File: src/core/wss_pkg.sv
// Package of offsets, fields and codes for the second wake source selector
package wss_pkg;
  // Register byte addresses on APB (printed offset 0xd is not a multiple of four: index*4)
  localparam logic [7:0] WSS_IDX_SECOND   = 8'h0d;
  localparam logic [7:0] WSS_IDX_PRIMARY  = 8'h0b;
  localparam logic [7:0] WSS_IDX_PORTDIR  = 8'h10;
  localparam logic [7:0] WSS_IDX_STATUS   = 8'h11;
  localparam logic [9:0] WSS_ADDR_SECOND  = {WSS_IDX_SECOND, 2'b00};
  localparam logic [9:0] WSS_ADDR_PRIMARY = {WSS_IDX_PRIMARY, 2'b00};
  localparam logic [9:0] WSS_ADDR_PORTDIR = {WSS_IDX_PORTDIR, 2'b00};
  localparam logic [9:0] WSS_ADDR_STATUS  = {WSS_IDX_STATUS, 2'b00};
  // Field positions in the selector registers
  localparam int WSS_SRC_LSB   = 2;
  localparam int WSS_SRC_MSB   = 4;
  localparam int WSS_DELAY_BIT = 5;
  localparam int WSS_LEVEL_BIT = 6;
  // Reset values
  localparam logic [2:0] WSS_SRC_RST   = 3'h0;
  localparam logic       WSS_LEVEL_RST = 1'b0;
  localparam logic       WSS_DELAY_RST = 1'b1;
  localparam logic [23:0] WSS_DIR_RST  = 24'h00_0000;
  // Timing: post-wake delay stands in for the power-on delay
  localparam int WSS_CLK_NS       = 50;
  localparam int WSS_POR_DELAY_US = 2500;
  localparam int WSS_POR_CYCLES   = (WSS_POR_DELAY_US * 1000) / WSS_CLK_NS;
  // Source codes
  typedef enum logic [2:0] {
    WSS_POR_ONLY, WSS_NAND_P2LO, WSS_NAND_P2ALL, WSS_NOR_P3,
    WSS_NAND_P3, WSS_NOR_P3P0, WSS_NAND_P3P0, WSS_NAND_P3P2
  } wss_src_t;
endpackage

File: src/core/wss_top.sv
// Second stop-recovery source selector with primary selector and APB slave
// Function
// - code 111 NANDs port3 1-3, port2 0-2
// - level bit picks low or high wake
// - either selector's wake event exits halt
// - output-configured port lines excluded from function
// - source and level bits are write-only
// - codes 001-110 select documented line groups, 000 selects none
// - primary delay bit inserts power-on delay
`timescale 1ns/1ns
`default_nettype none
module wss_top
  import wss_pkg::*;
#(
  parameter int POR_CYCLES = WSS_POR_CYCLES
) (
  input  wire logic        pclk,        // System clock, 20 MHz
  input  wire logic        presetn,     // Async reset, active low
  input  wire logic        psel,        // APB select
  input  wire logic        penable,     // APB access phase
  input  wire logic        pwrite,      // APB write
  input  wire logic [11:0] paddr,       // APB byte address
  input  wire logic [31:0] pwdata,      // APB write data
  output logic      [31:0] prdata,      // APB read data
  output logic             pready,      // APB ready
  output logic             pslverr,     // APB error
  input  wire logic        halted,      // Core is in stop mode
  input  wire logic [7:0]  port0_in,    // Port 0 input levels
  input  wire logic [7:0]  port2_in,    // Port 2 input levels
  input  wire logic [7:0]  port3_in,    // Port 3 input levels
  output logic             wake,        // Leave stop mode, pulse
  output logic             wake_flag    // Sticky recovery happened
);
  import wss_pkg::*;

  // Stored selector fields; both selectors share one layout
  logic [2:0]  src2, src1;
  logic        lvl2, lvl1, dly;
  logic [23:0] dir;            // 1 = line is an output: {port3, port2, port0}
  logic        waiting;
  logic [31:0] cnt;

  // Gated NAND/NOR over selected lines; outputs drop out of the term
  function automatic logic gate_fn(input logic [23:0] v, input logic [23:0] sel,
                                   input logic is_nor);
    logic [23:0] m;
    m = sel;
    if (is_nor) gate_fn = ~|(v & m);
    else        gate_fn = ~&(v | ~m);
  endfunction

  // Line masks per source code, positions {p3, p2, p0}
  function automatic logic wake_fn(input logic [2:0] code, input logic [23:0] v,
                                   input logic [23:0] d, input logic level);
    logic [23:0] sel;
    logic        isnor, f;
    sel = 24'h00_0000;
    isnor = 1'b0;
    unique case (wss_src_t'(code))
      WSS_POR_ONLY:   sel = 24'h00_0000;
      WSS_NAND_P2LO:  sel = 24'h00_0f00;
      WSS_NAND_P2ALL: sel = 24'h00_ff00;
      WSS_NOR_P3:     begin sel = 24'h0e_0000; isnor = 1'b1; end
      WSS_NAND_P3:    sel = 24'h0e_0000;
      WSS_NOR_P3P0:   begin sel = 24'h0e_0081; isnor = 1'b1; end
      WSS_NAND_P3P0:  sel = 24'h0e_0081;
      WSS_NAND_P3P2:  sel = 24'h0e_0700;
    endcase
    sel = sel & ~d;
    f = gate_fn(v, sel, isnor);
    // No live line means no wake event at all
    wake_fn = (sel != 24'h00_0000) && !(f ^ level);
  endfunction

  // APB decode; slave always ready in the access cycle
  // Selector reads give zero so write-only fields stay hidden
  wire wr_en   = psel && penable && pwrite;
  wire [9:0] word = paddr[11:2];
  wire hit     = (word == WSS_ADDR_SECOND[9:0] >> 2) || (word == WSS_ADDR_PRIMARY[9:0] >> 2)
              || (word == WSS_ADDR_PORTDIR[9:0] >> 2) || (word == WSS_ADDR_STATUS[9:0] >> 2);
  wire [23:0] pins = {port3_in, port2_in, port0_in};
  wire ev2 = wake_fn(src2, pins, dir, lvl2);
  wire ev1 = wake_fn(src1, pins, dir, lvl1);
  wire event_any = halted && (ev1 || ev2);
  wire [31:0] next_prdata = (word == WSS_ADDR_STATUS[9:0] >> 2) ?
                            {30'h0000_0000, waiting, wake_flag} :
                            (word == WSS_ADDR_PORTDIR[9:0] >> 2) ? {8'h00, dir} : 32'h0000_0000;

  // Register writes; reserved bits are simply not stored
  always_ff @(posedge pclk or negedge presetn) begin
    if (!presetn) begin
      src2 <= WSS_SRC_RST;
      lvl2 <= WSS_LEVEL_RST;
      src1 <= WSS_SRC_RST;
      lvl1 <= WSS_LEVEL_RST;
      dly  <= WSS_DELAY_RST;
      dir  <= WSS_DIR_RST;
    end else if (wr_en) begin
      if (word == WSS_ADDR_SECOND[9:0] >> 2) begin
        src2 <= pwdata[WSS_SRC_MSB:WSS_SRC_LSB];
        lvl2 <= pwdata[WSS_LEVEL_BIT];
      end
      if (word == WSS_ADDR_PRIMARY[9:0] >> 2) begin
        src1 <= pwdata[WSS_SRC_MSB:WSS_SRC_LSB];
        lvl1 <= pwdata[WSS_LEVEL_BIT];
        dly  <= pwdata[WSS_DELAY_BIT];
      end
      if (word == WSS_ADDR_PORTDIR[9:0] >> 2) dir <= pwdata[23:0];
    end
  end

  // Bus answer: one wait-free access phase, error on unmapped address
  always_ff @(posedge pclk or negedge presetn) begin
    if (!presetn) begin
      prdata  <= 32'h0000_0000;
      pready  <= 1'b0;
      pslverr <= 1'b0;
    end else begin
      pready  <= psel && !penable;
      pslverr <= psel && !penable && !hit;
      prdata  <= next_prdata;
    end
  end

  // Wake sequencing: optional post-wake delay, then a one-cycle pulse
  // A line held active re-arms after each pulse and wakes again
  always_ff @(posedge pclk or negedge presetn) begin
    if (!presetn) begin
      waiting   <= 1'b0;
      cnt       <= 32'h0000_0000;
      wake      <= 1'b0;
      wake_flag <= 1'b0;
    end else begin
      wake <= 1'b0;
      if (waiting) begin
        if (cnt == 32'h0000_0000) begin
          waiting <= 1'b0;
          wake    <= 1'b1;
        end else begin
          cnt <= cnt - 32'h0000_0001;
        end
      end else if (event_any && !wake) begin
        wake_flag <= 1'b1;
        if (dly) begin
          waiting <= 1'b1;
          cnt     <= 32'(POR_CYCLES - 1);
        end else begin
          wake <= 1'b1;
        end
      end
    end
  end

  // Event with no delay selected wakes on the next edge
  property p_fast_wake;
    @(posedge pclk) disable iff (!presetn)
      (event_any && !dly && !waiting && !wake) |=> wake;
  endproperty
  a_fast_wake: assert property (p_fast_wake) else $error("wake missing after event");

  // Delayed wake stays low for the first two cycles of the wait
  property p_delay_hold;
    @(posedge pclk) disable iff (!presetn)
      $rose(waiting) |-> !wake [*2];
  endproperty
  a_delay_hold: assert property (p_delay_hold) else $error("wake fired during delay");

  // Code 111 with all six lines high and level low must raise an event
  property p_code7;
    @(posedge pclk) disable iff (!presetn)
      (halted && src2 == 3'h7 && !lvl2 && dir == 24'h00_0000 && &port3_in[3:1]
       && &port2_in[2:0]) |-> ev2;
  endproperty
  a_code7: assert property (p_code7) else $error("code 7 nand not detected");

  // Output lines never contribute
  property p_excluded;
    @(posedge pclk) disable iff (!presetn)
      (src2 == 3'h1 && dir[11:8] == 4'hf) |-> !ev2;
  endproperty
  a_excluded: assert property (p_excluded) else $error("output line used as source");

  // Selector reads return no stored fields
  property p_wo;
    @(posedge pclk) disable iff (!presetn)
      (psel && !penable && word == WSS_ADDR_SECOND[9:0] >> 2) |=> prdata == 32'h0000_0000;
  endproperty
  a_wo: assert property (p_wo) else $error("write-only field read back");

  // Power-on-only codes on both selectors never make an event
  property p_por_only;
    @(posedge pclk) disable iff (!presetn)
      (src1 == 3'h0 && src2 == 3'h0) |-> !event_any;
  endproperty
  a_por_only: assert property (p_por_only) else $error("event with no source");

  // NAND of port3 lines with a low line wakes at high level
  property p_nand_high;
    @(posedge pclk) disable iff (!presetn)
      (src2 == 3'h4 && lvl2 && dir == 24'h00_0000 && !(&port3_in[3:1])) |-> ev2;
  endproperty
  a_nand_high: assert property (p_nand_high) else $error("nand event missed");

  // NOR of all-low port3 lines matches only a high level
  property p_nor_level;
    @(posedge pclk) disable iff (!presetn)
      (src2 == 3'h3 && dir == 24'h00_0000 && port3_in[3:1] == 3'b000) |-> (ev2 == lvl2);
  endproperty
  a_nor_level: assert property (p_nor_level) else $error("nor event wrong");

  // Delay selected: enter the wait, no immediate pulse
  property p_delay_start;
    @(posedge pclk) disable iff (!presetn)
      (event_any && dly && !waiting && !wake) |=> (waiting && !wake);
  endproperty
  a_delay_start: assert property (p_delay_start) else $error("delayed wake wrong");
endmodule // wss_top
`default_nettype wire

File: config.mk
export PLATFORM = sky130hd
export DESIGN_NAME = wss_top
export DESIGN_NICKNAME = d
export VERILOG_FILES = /design/src/core/wss_pkg.sv /design/src/core/wss_top.sv
export SDC_FILE = /design/constraint.sdc
export NUM_CORES = 1
export LEC_CHECK = 0
export BUFFER_PORTS_ARGS = -buffer_cell sky130_fd_sc_hd__buf_2
export CORE_MARGIN = 2
export CORE_UTILIZATION = 50
export CTS_CLUSTER_SIZE = 25
export DETAILED_ROUTE_END_ITERATION = 10
export GPL_TIMING_DRIVEN = 0
export PLACE_DENSITY_LB_ADDON = 0.25
export SLEW_MARGIN = 20
export SYNTH_ARGS = -nofsm -noshare
export SYNTH_HDL_FRONTEND = slang
export SYNTH_SLANG_ARGS = --single-unit
File: constraint.sdc
create_clock -name pclk -period 6.55 [get_ports pclk]
set_input_delay 1.6375 -clock pclk [delete_from_list [all_inputs] [get_ports pclk]]
set_output_delay 1.6375 -clock pclk [all_outputs]
set_load 0.02 [all_outputs]
## Word-level counts from Yosys, hierarchy flattened

Cells that the tools add are included.

- Memories kept: 0
- Bits in writable memories: 0
- Bits in latches: 0
- Output and inout port bits: 36
- Bits of input ports: 74
- ROM bits: 0
- Register bits after elaboration: 94
- Word-level logic and storage cells: 108

- Divide/modulo/power cells: 0
- Shift operators: 0
- Mux-type cells: 20
- Bitwise gates (word level): 12
- Eq/ne operators: 19
- Reductions and logical operators: 43
- $mul: 0
- $lt $le $gt $ge: 0
- $add $sub $neg: 1

Operators by type and width:

| operator | number |
|---|---|
| one-hot mux 24 bit (6 select lines) | 2 |
| 2-to-1 mux 32 bit | 4 |
| bitwise AND 24 bit | 4 |
| inverter 24 bit | 3 |
| 2-to-1 mux 24 bit | 2 |
| OR 24 bit | 2 |
| AND reduction 24 bit | 2 |
| nonzero test 24 bit | 2 |
| OR reduction 24 bit | 2 |
| logical NOT 32 bit | 1 |
| subtractor 32 x 1 -> 32 bit, second input constant | 1 |
| == test 3 bit, second input constant | 8 |
| == test 10 x 4 -> 1 bit, second input constant | 2 |
| == test 10 x 5 -> 1 bit, second input constant | 2 |
| == test 3 x 2 -> 1 bit, second input constant | 4 |
| 2-to-1 mux 1 bit | 12 |
| OR reduction 2 bit | 6 |
| logical NOT 1 bit | 9 |
| logical AND 1 bit | 8 |
| AND reduction 2 bit | 4 |
| == test 3 x 1 -> 1 bit, second input constant | 2 |
| logical NOT 3 bit | 2 |
| logical OR 1 bit | 4 |
| nonzero test 2 bit | 2 |
| other kinds (4) | 5 |

## Depth between registers and ports, before layout

Gate-level depths: netlist of run 1.

- Depth in word-level cells: 17
- Depth in mapped cells: 11
- Depth with buffers taken out: 10

## Worst setup path before layout of run 1

OpenSTA, ideal clock, no wires.

- Kind: input port to flip-flop
- Start point: input paddr[9]
- End point: register dir[10]
- Setup slack: 2885 ps
- Library setup time: 125 ps
- Path buffers: 2
- Cell stages on the path: 8
- Arrival time: 3540 ps
- Data required time: 6425 ps
- Cell sequence: or4_1 > nor2_1 > nand2_1 > nor2_1 > and2_1 > clkbuf_1 > buf_2 > mux2_2

- Longest elaborated chain between the ends: 2

RTL lines:

| item | line | text |
|---|---|---|
| from (decl) | wss_top.sv:22 | `input wire logic [11:0] paddr,` |
| == test 10 x 5 -> 1 bit | wss_top.sv:108 | `if (word == WSS_ADDR_PORTDIR[9:0] >> 2) dir <= pwdata[23:0];` |
| AND reduction 2 bit (no line) | n/a |  |
| to (signal assigned) | wss_top.sv:108 |  |
| to (decl) | wss_top.sv:39 | `logic [23:0] dir;` |

No other way between the ends.
A chain may end at the register's enable or synchronous reset.

## Worst setup path after layout of run 1

- Start point: input paddr[9]
- End point: register dir[9]

The elaborated chain is that of the path after synthesis.

==> impl_metrics.ini, run 1 <==
[logic_synthesis]
syn_avg_cell_area_sq_um = 10.3
synth_edf_count = 0
syn_area_sq_um = 4630
synthArstFlopShare_pct = 100
synth_seq_area_share_pct = 50.8
ys_ff_latch = 94
netlist_instances = 449
synthFlopType = dfrtp_1
synthTopCellsByCount = 93 x dfrtp_1, 37 x nor2_1, 33 x mux2_2, 33 x nand2_1, 24 x o21ai_0
ys_top_cells_by_area = dfrtp_1 50%, mux2_2 8.0%, nor2_1 3.0%, and2_1 2.8%, nand2_1 2.7%
yosys.area.top_type = dfrtp_1
synth_warnings = 0
yosysMostFrequentCell = dfrtp_1
ys_types = 67
synth_top_area_share_pct = 50.3

[power_and_ir_drop]
vdd_drop_max_mv = 0.113
p_leak_nw = 2.58
powerDensity_nw_per_um2 = 189

[drt]
wirelength_mm = 10.8
drc = 0
drtAntennaViolNets = 0
vias = 3738
drt-pass1-iter-count = 4
routed_wire_length_per_instance_microns = 16.3
drt_iter0_drc = 221
vias_per_cell = 5.64

[worst_hold_path]
hold_start = dir[3]$_DFFE_PN0P_
min_path_type = register to register
min_to = prdata[3]$_DFF_PN0_
holdPathStages = 1

[cts]
clk_pin_slew_worst_paths_ps = 90
root_buffer = clkbuf_8
postCtsHoldBufs = 0
tritoncts = yes
cts_buffers = 9
cts_setup_buffers = 0
cts.sinks = 94
clk_path_buf_depth = 2
ctsHtreeMaxLevel = 3
clock_latency_ps = 360
cts-resized-gates = 0

[sta]
rsz0062_at_grt = no
max_freq_mhz = 265
tightest_slew_ps = 731
tns_ps = 0
finalCritPeriodShare_pct = 57.6
final.setup_skew_ps = 10.4
relSlewSlack_pct = 50.9
slew_violations = 0
setup_violations = 0
period_needed_ps = 3780
hold_viol = 0

[die]
fp.dieH_microns = 100
start_util_pct = 50.8
rows = 35
die-area_sq_um = 10000
die_w_microns = 100
ios = 110
placeableCoreArea_sq_um = 9110

[place]
portBuffers = 79
dp.final_hpwl_mm = 7.87
dpl.cell_count = 647
routabilityCongestion = 0.887

[cells_and_area]
seq_area_sq_um = 2350
multi_input_area_sq_um = 2090
nNetsFinal = 622
area_growth_pct = 17.2
drive_above_1_share_pct = 29.0
stdcell_count = 663
fill_cells = 806
num_antenna_cells = 0

[grt]
grt_pass1_vias = 3805
grt-ovfl-total = 0
grt_max_degree = 59
antenna_found_initial = 0
grt_usage_pct = 22.9
grt_first_pass_wirelength_mm = 18.1

[worst_setup_path]
cp_data_arrival_time_ps = 4030
crit_path_max_fanout = 10
r2r_setup_slack_ps = 3520
required_ps = 6800
cp-start-kind = input port
ff2ff_path_depth = 11
end_kind = register
crit_type = input port to register
r2r_end = cnt[13]$_DFFE_PN0P_
r2r-start = cnt[0]$_DFFE_PN0P_

[flow_run]
drv_cap = 0

[outcome]
status = finished, final reports clean
==> per-stage QoR <==
step	hold WS [ps]	worst slack [ps]	util, %	instance area (sq um)	power [mW]
after floorplan	443	2890	-	4660	0.613
after global placement	459	2410	57.0	5190	0.644
after detailed placement	471	2330	57.4	5230	0.648
after CTS	483	2720	59.6	5430	1.04
after global routing	499	2580	59.6	5430	1.07
final	486	2770	59.6	5430	1.03
==> area by class of cell <==
class,count,area share [%]
buffer,27,2.98
clock inverter,5,1.08
timing repair buffer,80,7.91
clock buffer,11,2.61
inverter,15,1.04
tap,111,2.56
sequential,94,43.4
multi-input combinational,320,38.4
==> worst max path at each step <==
| stage | cells past startpoint | from | slack, ps | end |
|---|---|---|---|---|
| 2_1_floorplan | 8 | paddr[9] | 2890 | dir[10]$_DFFE_PN0P_ |
| 3_3_place_gp | 9 | paddr[9] | 2410 | dir[3]$_DFFE_PN0P_ |
| 3_5_place_dp | 9 | paddr[9] | 2330 | dir[9]$_DFFE_PN0P_ |
| 4_1_cts | 9 | paddr[9] | 2720 | dir[9]$_DFFE_PN0P_ |
| 5_1_grt | 9 | paddr[9] | 2580 | dir[9]$_DFFE_PN0P_ |
| 6_report | 9 | paddr[9] | 2770 | dir[9]$_DFFE_PN0P_ |
==> per-layer routing <==
| layer | GRT usage [%] | share of wire [%] | wire length [microns] |
|---|---|---|---|
| met5 | 0 | 0 | 0 |
| met4 | 8.64 | 1.5 | 159 |
| met3 | 3.69 | 4.0 | 433 |
| met2 | 40.0 | 53 | 5790 |
| met1 | 28.7 | 41 | 4450 |
==> cell families (layout without fill, tap and decap cells) <==
kind of cell / after synthesis / after routing / share of synthesized area (%)
muxes: 36 / 36 / 8.67
AOI/OAI and AO/OA: 95 / 95 / 13.7
xor gates and xnor gates: 4 / 4 / 0.757
DFF: 94 / 94 / 50.8
adders and majority gates: 2 / 2 / 0.486
other: 1 / 8 / 0.0810
and+or+nand+nor: 175 / 175 / 20.8
buffers and inverters: 42 / 138 / 4.70
==> sequential cells by signal, summed over array words and instances (netlist names), 3 cells and up <==
register	count
cnt	32
dir	24
src1	3
src2	3
prdata	24
==> where the power goes <==
| part | total [mW] | internal, mW | switching, mW |
|---|---|---|---|
| combinational | 0.0532 | 0.0223 | 0.0309 |
| clock | 0.391 | 0.187 | 0.204 |
| sequential | 0.583 | 0.582 | 0.00133 |
| total | 1.03 | 0.791 | 0.236 |
==> placed cells by master (no fill, tap or decap), types with 4 or more instances in the layout <==
master / count
nand3_1: 18
clkbuf_8: 10
o21ai_0: 24
o31ai_1: 5
clkbuf_1: 9
or3_1: 11
mux2_2: 33
a211oi_1: 4
o22ai_1: 4
dfrtp_1: 93
buf_2: 87
nor2_1: 37
a22o_1: 6
buf_4: 8
nand2_1: 33
conb_1: 8
and2_1: 21
nand3b_1: 4
o211ai_1: 8
nor3_1: 14
a31oi_1: 16
nor2b_1: 5
or4_1: 6
inv_1: 15
a21oi_1: 9
==> critical path, stage by stage <==
cell and delay, ps:
buf_2 90, or4_1 510, nor2_1 170, nand2_1 180
nor2_1 190, and2_1 140, clkbuf_1 380, buf_2 350
mux2_2 370
(Power assumes the default switching activity.)
==> inputs of run 2 (changes only) <==
Settings changed: ABC_AREA set to 1.
Clock period 6.55 ns to 3.77 ns, I/O delays scaled along.
==> impl_metrics.ini, run 2 <==
[grt]
grt_pass1_vias = 4680
grt_first_pass_wirelength_mm = 22.6
grt_max_degree = 67
grt_usage_pct = 24.8
grt-ovfl-total = 0
antenna_found_initial = 0

[cts]
cts.sinks = 94
cts_buffers = 9
root_buffer = clkbuf_8
clk_pin_slew_worst_paths_ps = 90
cts-resized-gates = 0
tritoncts = yes
ctsHtreeMaxLevel = 3
postCtsHoldBufs = 0
clock_latency_ps = 360
cts_setup_buffers = 0
clk_path_buf_depth = 2

[power_and_ir_drop]
p_leak_nw = 3.19
vdd_drop_max_mv = 0.195
powerDensity_nw_per_um2 = 297

[logic_synthesis]
syn_avg_cell_area_sq_um = 7.69
yosysMostFrequentCell = nand2_1
yosys.area.top_type = dfrtp_1
ys_ff_latch = 94
synthArstFlopShare_pct = 100
synth_seq_area_share_pct = 43.8
synthTopCellsByCount = 124 x nand2_1, 93 x dfrtp_1, 93 x nor2_1
synth_top_area_share_pct = 43.4
synthFlopType = dfrtp_1
syn_area_sq_um = 5370
ys_top_cells_by_area = dfrtp_1 43%, nand2_1 8.7%, nand3_1 8.4%, nor2_1 6.5%, inv_1 5.1%
netlist_instances = 698
ys_types = 47
synth_warnings = 0
synth_edf_count = 0

[die]
die-area_sq_um = 11600
start_util_pct = 51.8
rows = 37
die_w_microns = 108
placeableCoreArea_sq_um = 10400
ios = 110
fp.dieH_microns = 108

[cells_and_area]
seq_area_sq_um = 2350
area_growth_pct = 15.9
final_common_cell = nand2_1
biggestRegsByFlops = cnt: 32 flops, dir: 24 flops, prdata: 24 flops
nNetsFinal = 872
multi_input_area_sq_um = 2560
final_area_sq_um = 6220
regMostFlops = cnt
largest_reg_flops = 32
num_antenna_cells = 0
drive_above_1_share_pct = 23.8
layout_common_cells = 124 x nand2_1, 93 x nor2_1, 93 x dfrtp_1, 90 x nand3_1, 86 x buf_2
fill_cells = 971

[drt]
drc = 0
vias_per_cell = 5.23
drt_iter0_drc = 232
wirelength_mm = 13.5
vias = 4902
routed_wire_length_per_instance_microns = 14.4
drt-pass1-iter-count = 7
drtAntennaViolNets = 0

[worst_setup_path]
max_stage_delay_ps = 390
path_buf_inv = 4
cp-start-kind = input port
cp_data_arrival_time_ps = 2900
end_kind = register
startpoint = paddr[7]
crit_chain = buf_2, or3_1, nor4_1, nand2_1, inv_1, nand2_1, buf_2, clkbuf_1, nor2_1, a21oi_1
crit_type = input port to register
cp_top_family = simple AND/OR/NAND/NOR gates
r2r-start = cnt[0]$_DFFE_PN0P_
required_ps = 4010
crit_path_top_delay_cell = or3_1
r2r_setup_slack_ps = 1210
crit_path_max_fanout = 10

[place]
dp.final_hpwl_mm = 10.2
portBuffers = 80
dpl_cell_area_sq_um = 6000
routabilityCongestion = 0.910

[sta]
period_needed_ps = 2670
rsz0062_at_grt = no
max_freq_mhz = 375
finalCritPeriodShare_pct = 70.7
final.setup_skew_ps = 11.0
hold_viol = 0
relSlewSlack_pct = 60.6
tns_ps = 0
slew_violations = 0
setup_violations = 0
tightest_slew_ps = 591

[worst_hold_path]
min_path_type = input port to asynchronous set/reset pin

[flow_run]
drv_cap = 0

[outcome]
status = finished, final reports clean
==> run 2: changes by cell type after synthesis, moves of 20 or more <==
cell     previous run  this run
nand2_1            33       124
nand3_1            18        90
inv_1              15        73
nor2_1             37        93
mux2_2             33         1
and2_1             21         0
a21oi_1             9        29
==> run 2: power by group <==
| part | leakage (nW) | total (mW) | internal (mW) | switching [mW] |
|---|---|---|---|---|
| registers | 1.08 | 1.01 | 1.01 | 0.00137 |
| clock network | 0.115 | 0.748 | 0.404 | 0.343 |
| logic | 2.00 | 0.0912 | 0.0343 | 0.0569 |
| total | 3.19 | 1.85 | 1.45 | 0.402 |
==> run 2: worst paths after layout <==
path,endpoint,cells after the start
min in group pclk,prdata[1]$_DFF_PN0_,2
setup reg to reg,cnt[16]$_DFFE_PN0P_,16
hold / removal,prdata[17]$_DFF_PN0_,1
setup / recovery,dir[19]$_DFFE_PN0P_,10
max in group asynchronous,dly$_DFFE_PN1P_,2
hold reg to reg,prdata[1]$_DFF_PN0_,2
==> run 2: metrics by stage <==
step                      power, mW  cells  hold WS [ps]  util [%]  setup WS [ps]
after floorplan                1.06    705           448         -           1290
after global placement         1.12    921           460      57.5            818
after detailed placement       1.12    922           478      57.8            729
after CTS                      1.87    937           445      60.0           1110
after global routing           1.92    937           465      60.0            932
final                          1.85    937           438      60.0           1100
==> run 2: logic make-up (layout without fill, tap and decap cells) <==
group / after synthesis / in the layout / share of synthesized area (%)
AO/OA/AOI/OAI: 68 / 68 / 6.69
flip-flops: 94 / 94 / 43.8
other: 1 / 8 / 0.0699
multiplexers: 1 / 1 / 0.210
adder cells (fa/ha/maj): 1 / 1 / 0.233
buffers and inverters: 112 / 208 / 9.00
AND/OR/NAND/NOR: 410 / 410 / 38.2
XOR/XNOR: 11 / 11 / 1.79
==> run 2: final cells by class <==
cell class / instances / share of cell area (%)
inverters: 84 / 5.09
flip-flops and latches: 94 / 37.8
repair buffers: 81 / 6.98
clock inverters: 4 / 1.13
well taps: 136 / 2.74
clock buffers: 11 / 2.43
plain buffers: 28 / 2.68
multi-input cells: 499 / 41.1
==> run 2: routing by layer <==
metal	vias up	global-route usage, %	wire (microns)
li1	2439	-	-
met1	2330	35.9	6530
met2	122	38.9	6200
met3	11	3.33	588
met4	0	7.23	153
met5	-	0	0
==> inputs of run 3 (changes only) <==
Clock period 3.77 ns to 2.3 ns, I/O delays scaled along.
==> impl_metrics.ini, run 3 (synthesized netlist as in run 2, its figures left out) <==
[cells_and_area]
area_growth_pct = 27.5
final_common_cell = nand2_1
layout_common_cells = 112 x nand2_1, 92 x dfrtp_1, 88 x nor2_1, 86 x buf_2, 72 x inv_1
largest_reg_flops = 32
drive_above_1_share_pct = 32.8
regMostFlops = cnt
nNetsFinal = 898
fin_util_pct = 66.0
biggestRegsByFlops = cnt: 32 flops, dir: 24 flops, prdata: 24 flops
num_antenna_cells = 0

[flow_run]
drv_cap = 0

[sta]
rsz0062_at_grt = yes
tightest_slew_ps = 615
relSlewSlack_pct = 58.7
final.setup_skew_ps = 11.9
hold_viol = 0
worst_slack_ps = -118
setup_violations = 32
finalCritPeriodShare_pct = 105
max_freq_mhz = 414
period_needed_ps = 2420
slew_violations = 0

[outcome]
status = finished, violations left
violations = negative setup slack

[cts]
cts_buffers = 9
ctsHtreeMaxLevel = 3
postCtsHoldBufs = 0
root_buffer = clkbuf_8
clk_pin_slew_worst_paths_ps = 90
clk_path_buf_depth = 2
clock_latency_ps = 360
tritoncts = yes
cts.sinks = 94

[power_and_ir_drop]
finalPower_mw = 3.04
seq_power_share_pct = 54.6
power_switching_mw = 0.661
vdd_drop_max_mv = 0.317
intPower_mw = 2.37
power.share.clock_pct = 40.3
p_comb_share_pct = 5.0
powerDensity_nw_per_um2 = 444
p_sw_share_pct = 21.8
p_leak_nw = 3.50

[drt]
drt-pass1-iter-count = 5
drt_iter0_drc = 294
vias = 5182
vias_per_cell = 5.38
drc = 0
drtAntennaViolNets = 0
routed_wire_length_per_instance_microns = 15.7
wirelength_mm = 15.2

[place]
routabilityCongestion = 0.910
portBuffers = 80
dp.final_hpwl_mm = 10.2
dp_slack_ps = -373

[worst_setup_path]
r2r-start = cnt[0]$_DFFE_PN0P_
crit_type = register to register
max_stage_delay_ps = 390
end_kind = register
cpMostUsedCell = nor2_4
cp_top_family = simple AND/OR/NAND/NOR gates
cp-start-kind = register
cp_data_arrival_time_ps = 2720
crit_path_max_fanout = 5
required_ps = 2600
r2r_end = cnt[29]$_DFFE_PN0P_
path_buf_inv = 2
crit_chain = inv_2, buf_6, nand3_4, nor2_4, nand2_4, nor3_4, nand2_2, nor2_4, nand2_4, nor2_4, nand2_4, nor2_4, nand3_2, a21oi_2, o21ai_1, nand2_1
r2r_setup_slack_ps = -120
ff2ff_path_depth = 16
crit_path_top_delay_cell = dfrtp_1

[die]
die-area_sq_um = 11600
fp.dieH_microns = 108
rows = 37
placeableCoreArea_sq_um = 10400
die_w_microns = 108
start_util_pct = 51.8
ios = 110

[grt]
antenna_found_initial = 0
grt_pass1_vias = 4838
grt_first_pass_wirelength_mm = 23.3
grt-ovfl-total = 0
grt_max_degree = 67
grt_usage_pct = 25.7

[worst_hold_path]
min_path_type = input port to asynchronous set/reset pin
[run 3: area by class of cell]
cell class	count	area [sq um]
timing repair buffer	107	701
sequential	94	2350
fill	878	3530
multi-input combinational	499	2880
tap	136	170
clock buffer	11	151
buffer	28	199
inverter	84	323
clock inverter	4	70.1
[run 3: worst max-delay path by stage]
| stage | from | end | slack [ps] | depth (start not counted) |
|---|---|---|---|---|
| CTS | cnt[0]$_DFFE_PN0P_ | cnt[16]$_DFFE_PN0P_ | -10 | 16 |
| finish | cnt[0]$_DFFE_PN0P_ | cnt[29]$_DFFE_PN0P_ | -120 | 16 |
| global placement | paddr[7] | dir[19]$_DFFE_PN0P_ | -280 | 10 |
| detailed placement | paddr[7] | dir[19]$_DFFE_PN0P_ | -370 | 10 |
| floorplan | cnt[0]$_DFFE_PN0P_ | cnt[9]$_DFFE_PN0P_ | 120 | 16 |
| global route | cnt[1]$_DFFE_PN0P_ | cnt[16]$_DFFE_PN0P_ | -270 | 16 |
[run 3: stage by stage]
step	hold WS [ps]	cell area [sq um]	setup TNS, ps	std cells
6_report	72.6	6840	-2820	963
5_1_grt	97.3	6840	-7360	963
4_1_cts	77.2	6400	-27.8	948
3_5_place_dp	470	6000	-10230	922
3_3_place_gp	460	5960	-26670	921
2_1_floorplan	279	5390	0	705
[run 3: power by group through the flow]
stage                     clock network, mW  logic (mW)  registers, mW
after floorplan                           0      0.0481           1.69
after global placement                    0       0.142           1.69
after detailed placement                  0       0.152           1.69
after CTS                              1.25       0.153           1.66
after global routing                   1.31       0.172           1.66
final                                  1.22       0.153           1.66
[run 3: repair_timing]
item	4_1_cts	5_1_grt
cloned	1	3
endpoints found under the setup margin	33	48
resized for setup	18	76
buffers inserted	10	12
pin swaps	0	24
[run 3: per-layer routing]
layer	up-vias	wire, microns	track usage, %
met5	-	0	0
met4	0	195	7.78
met3	15	910	3.33
met2	191	7360	41.2
met1	2488	6690	36.4
li1	2488	-	-
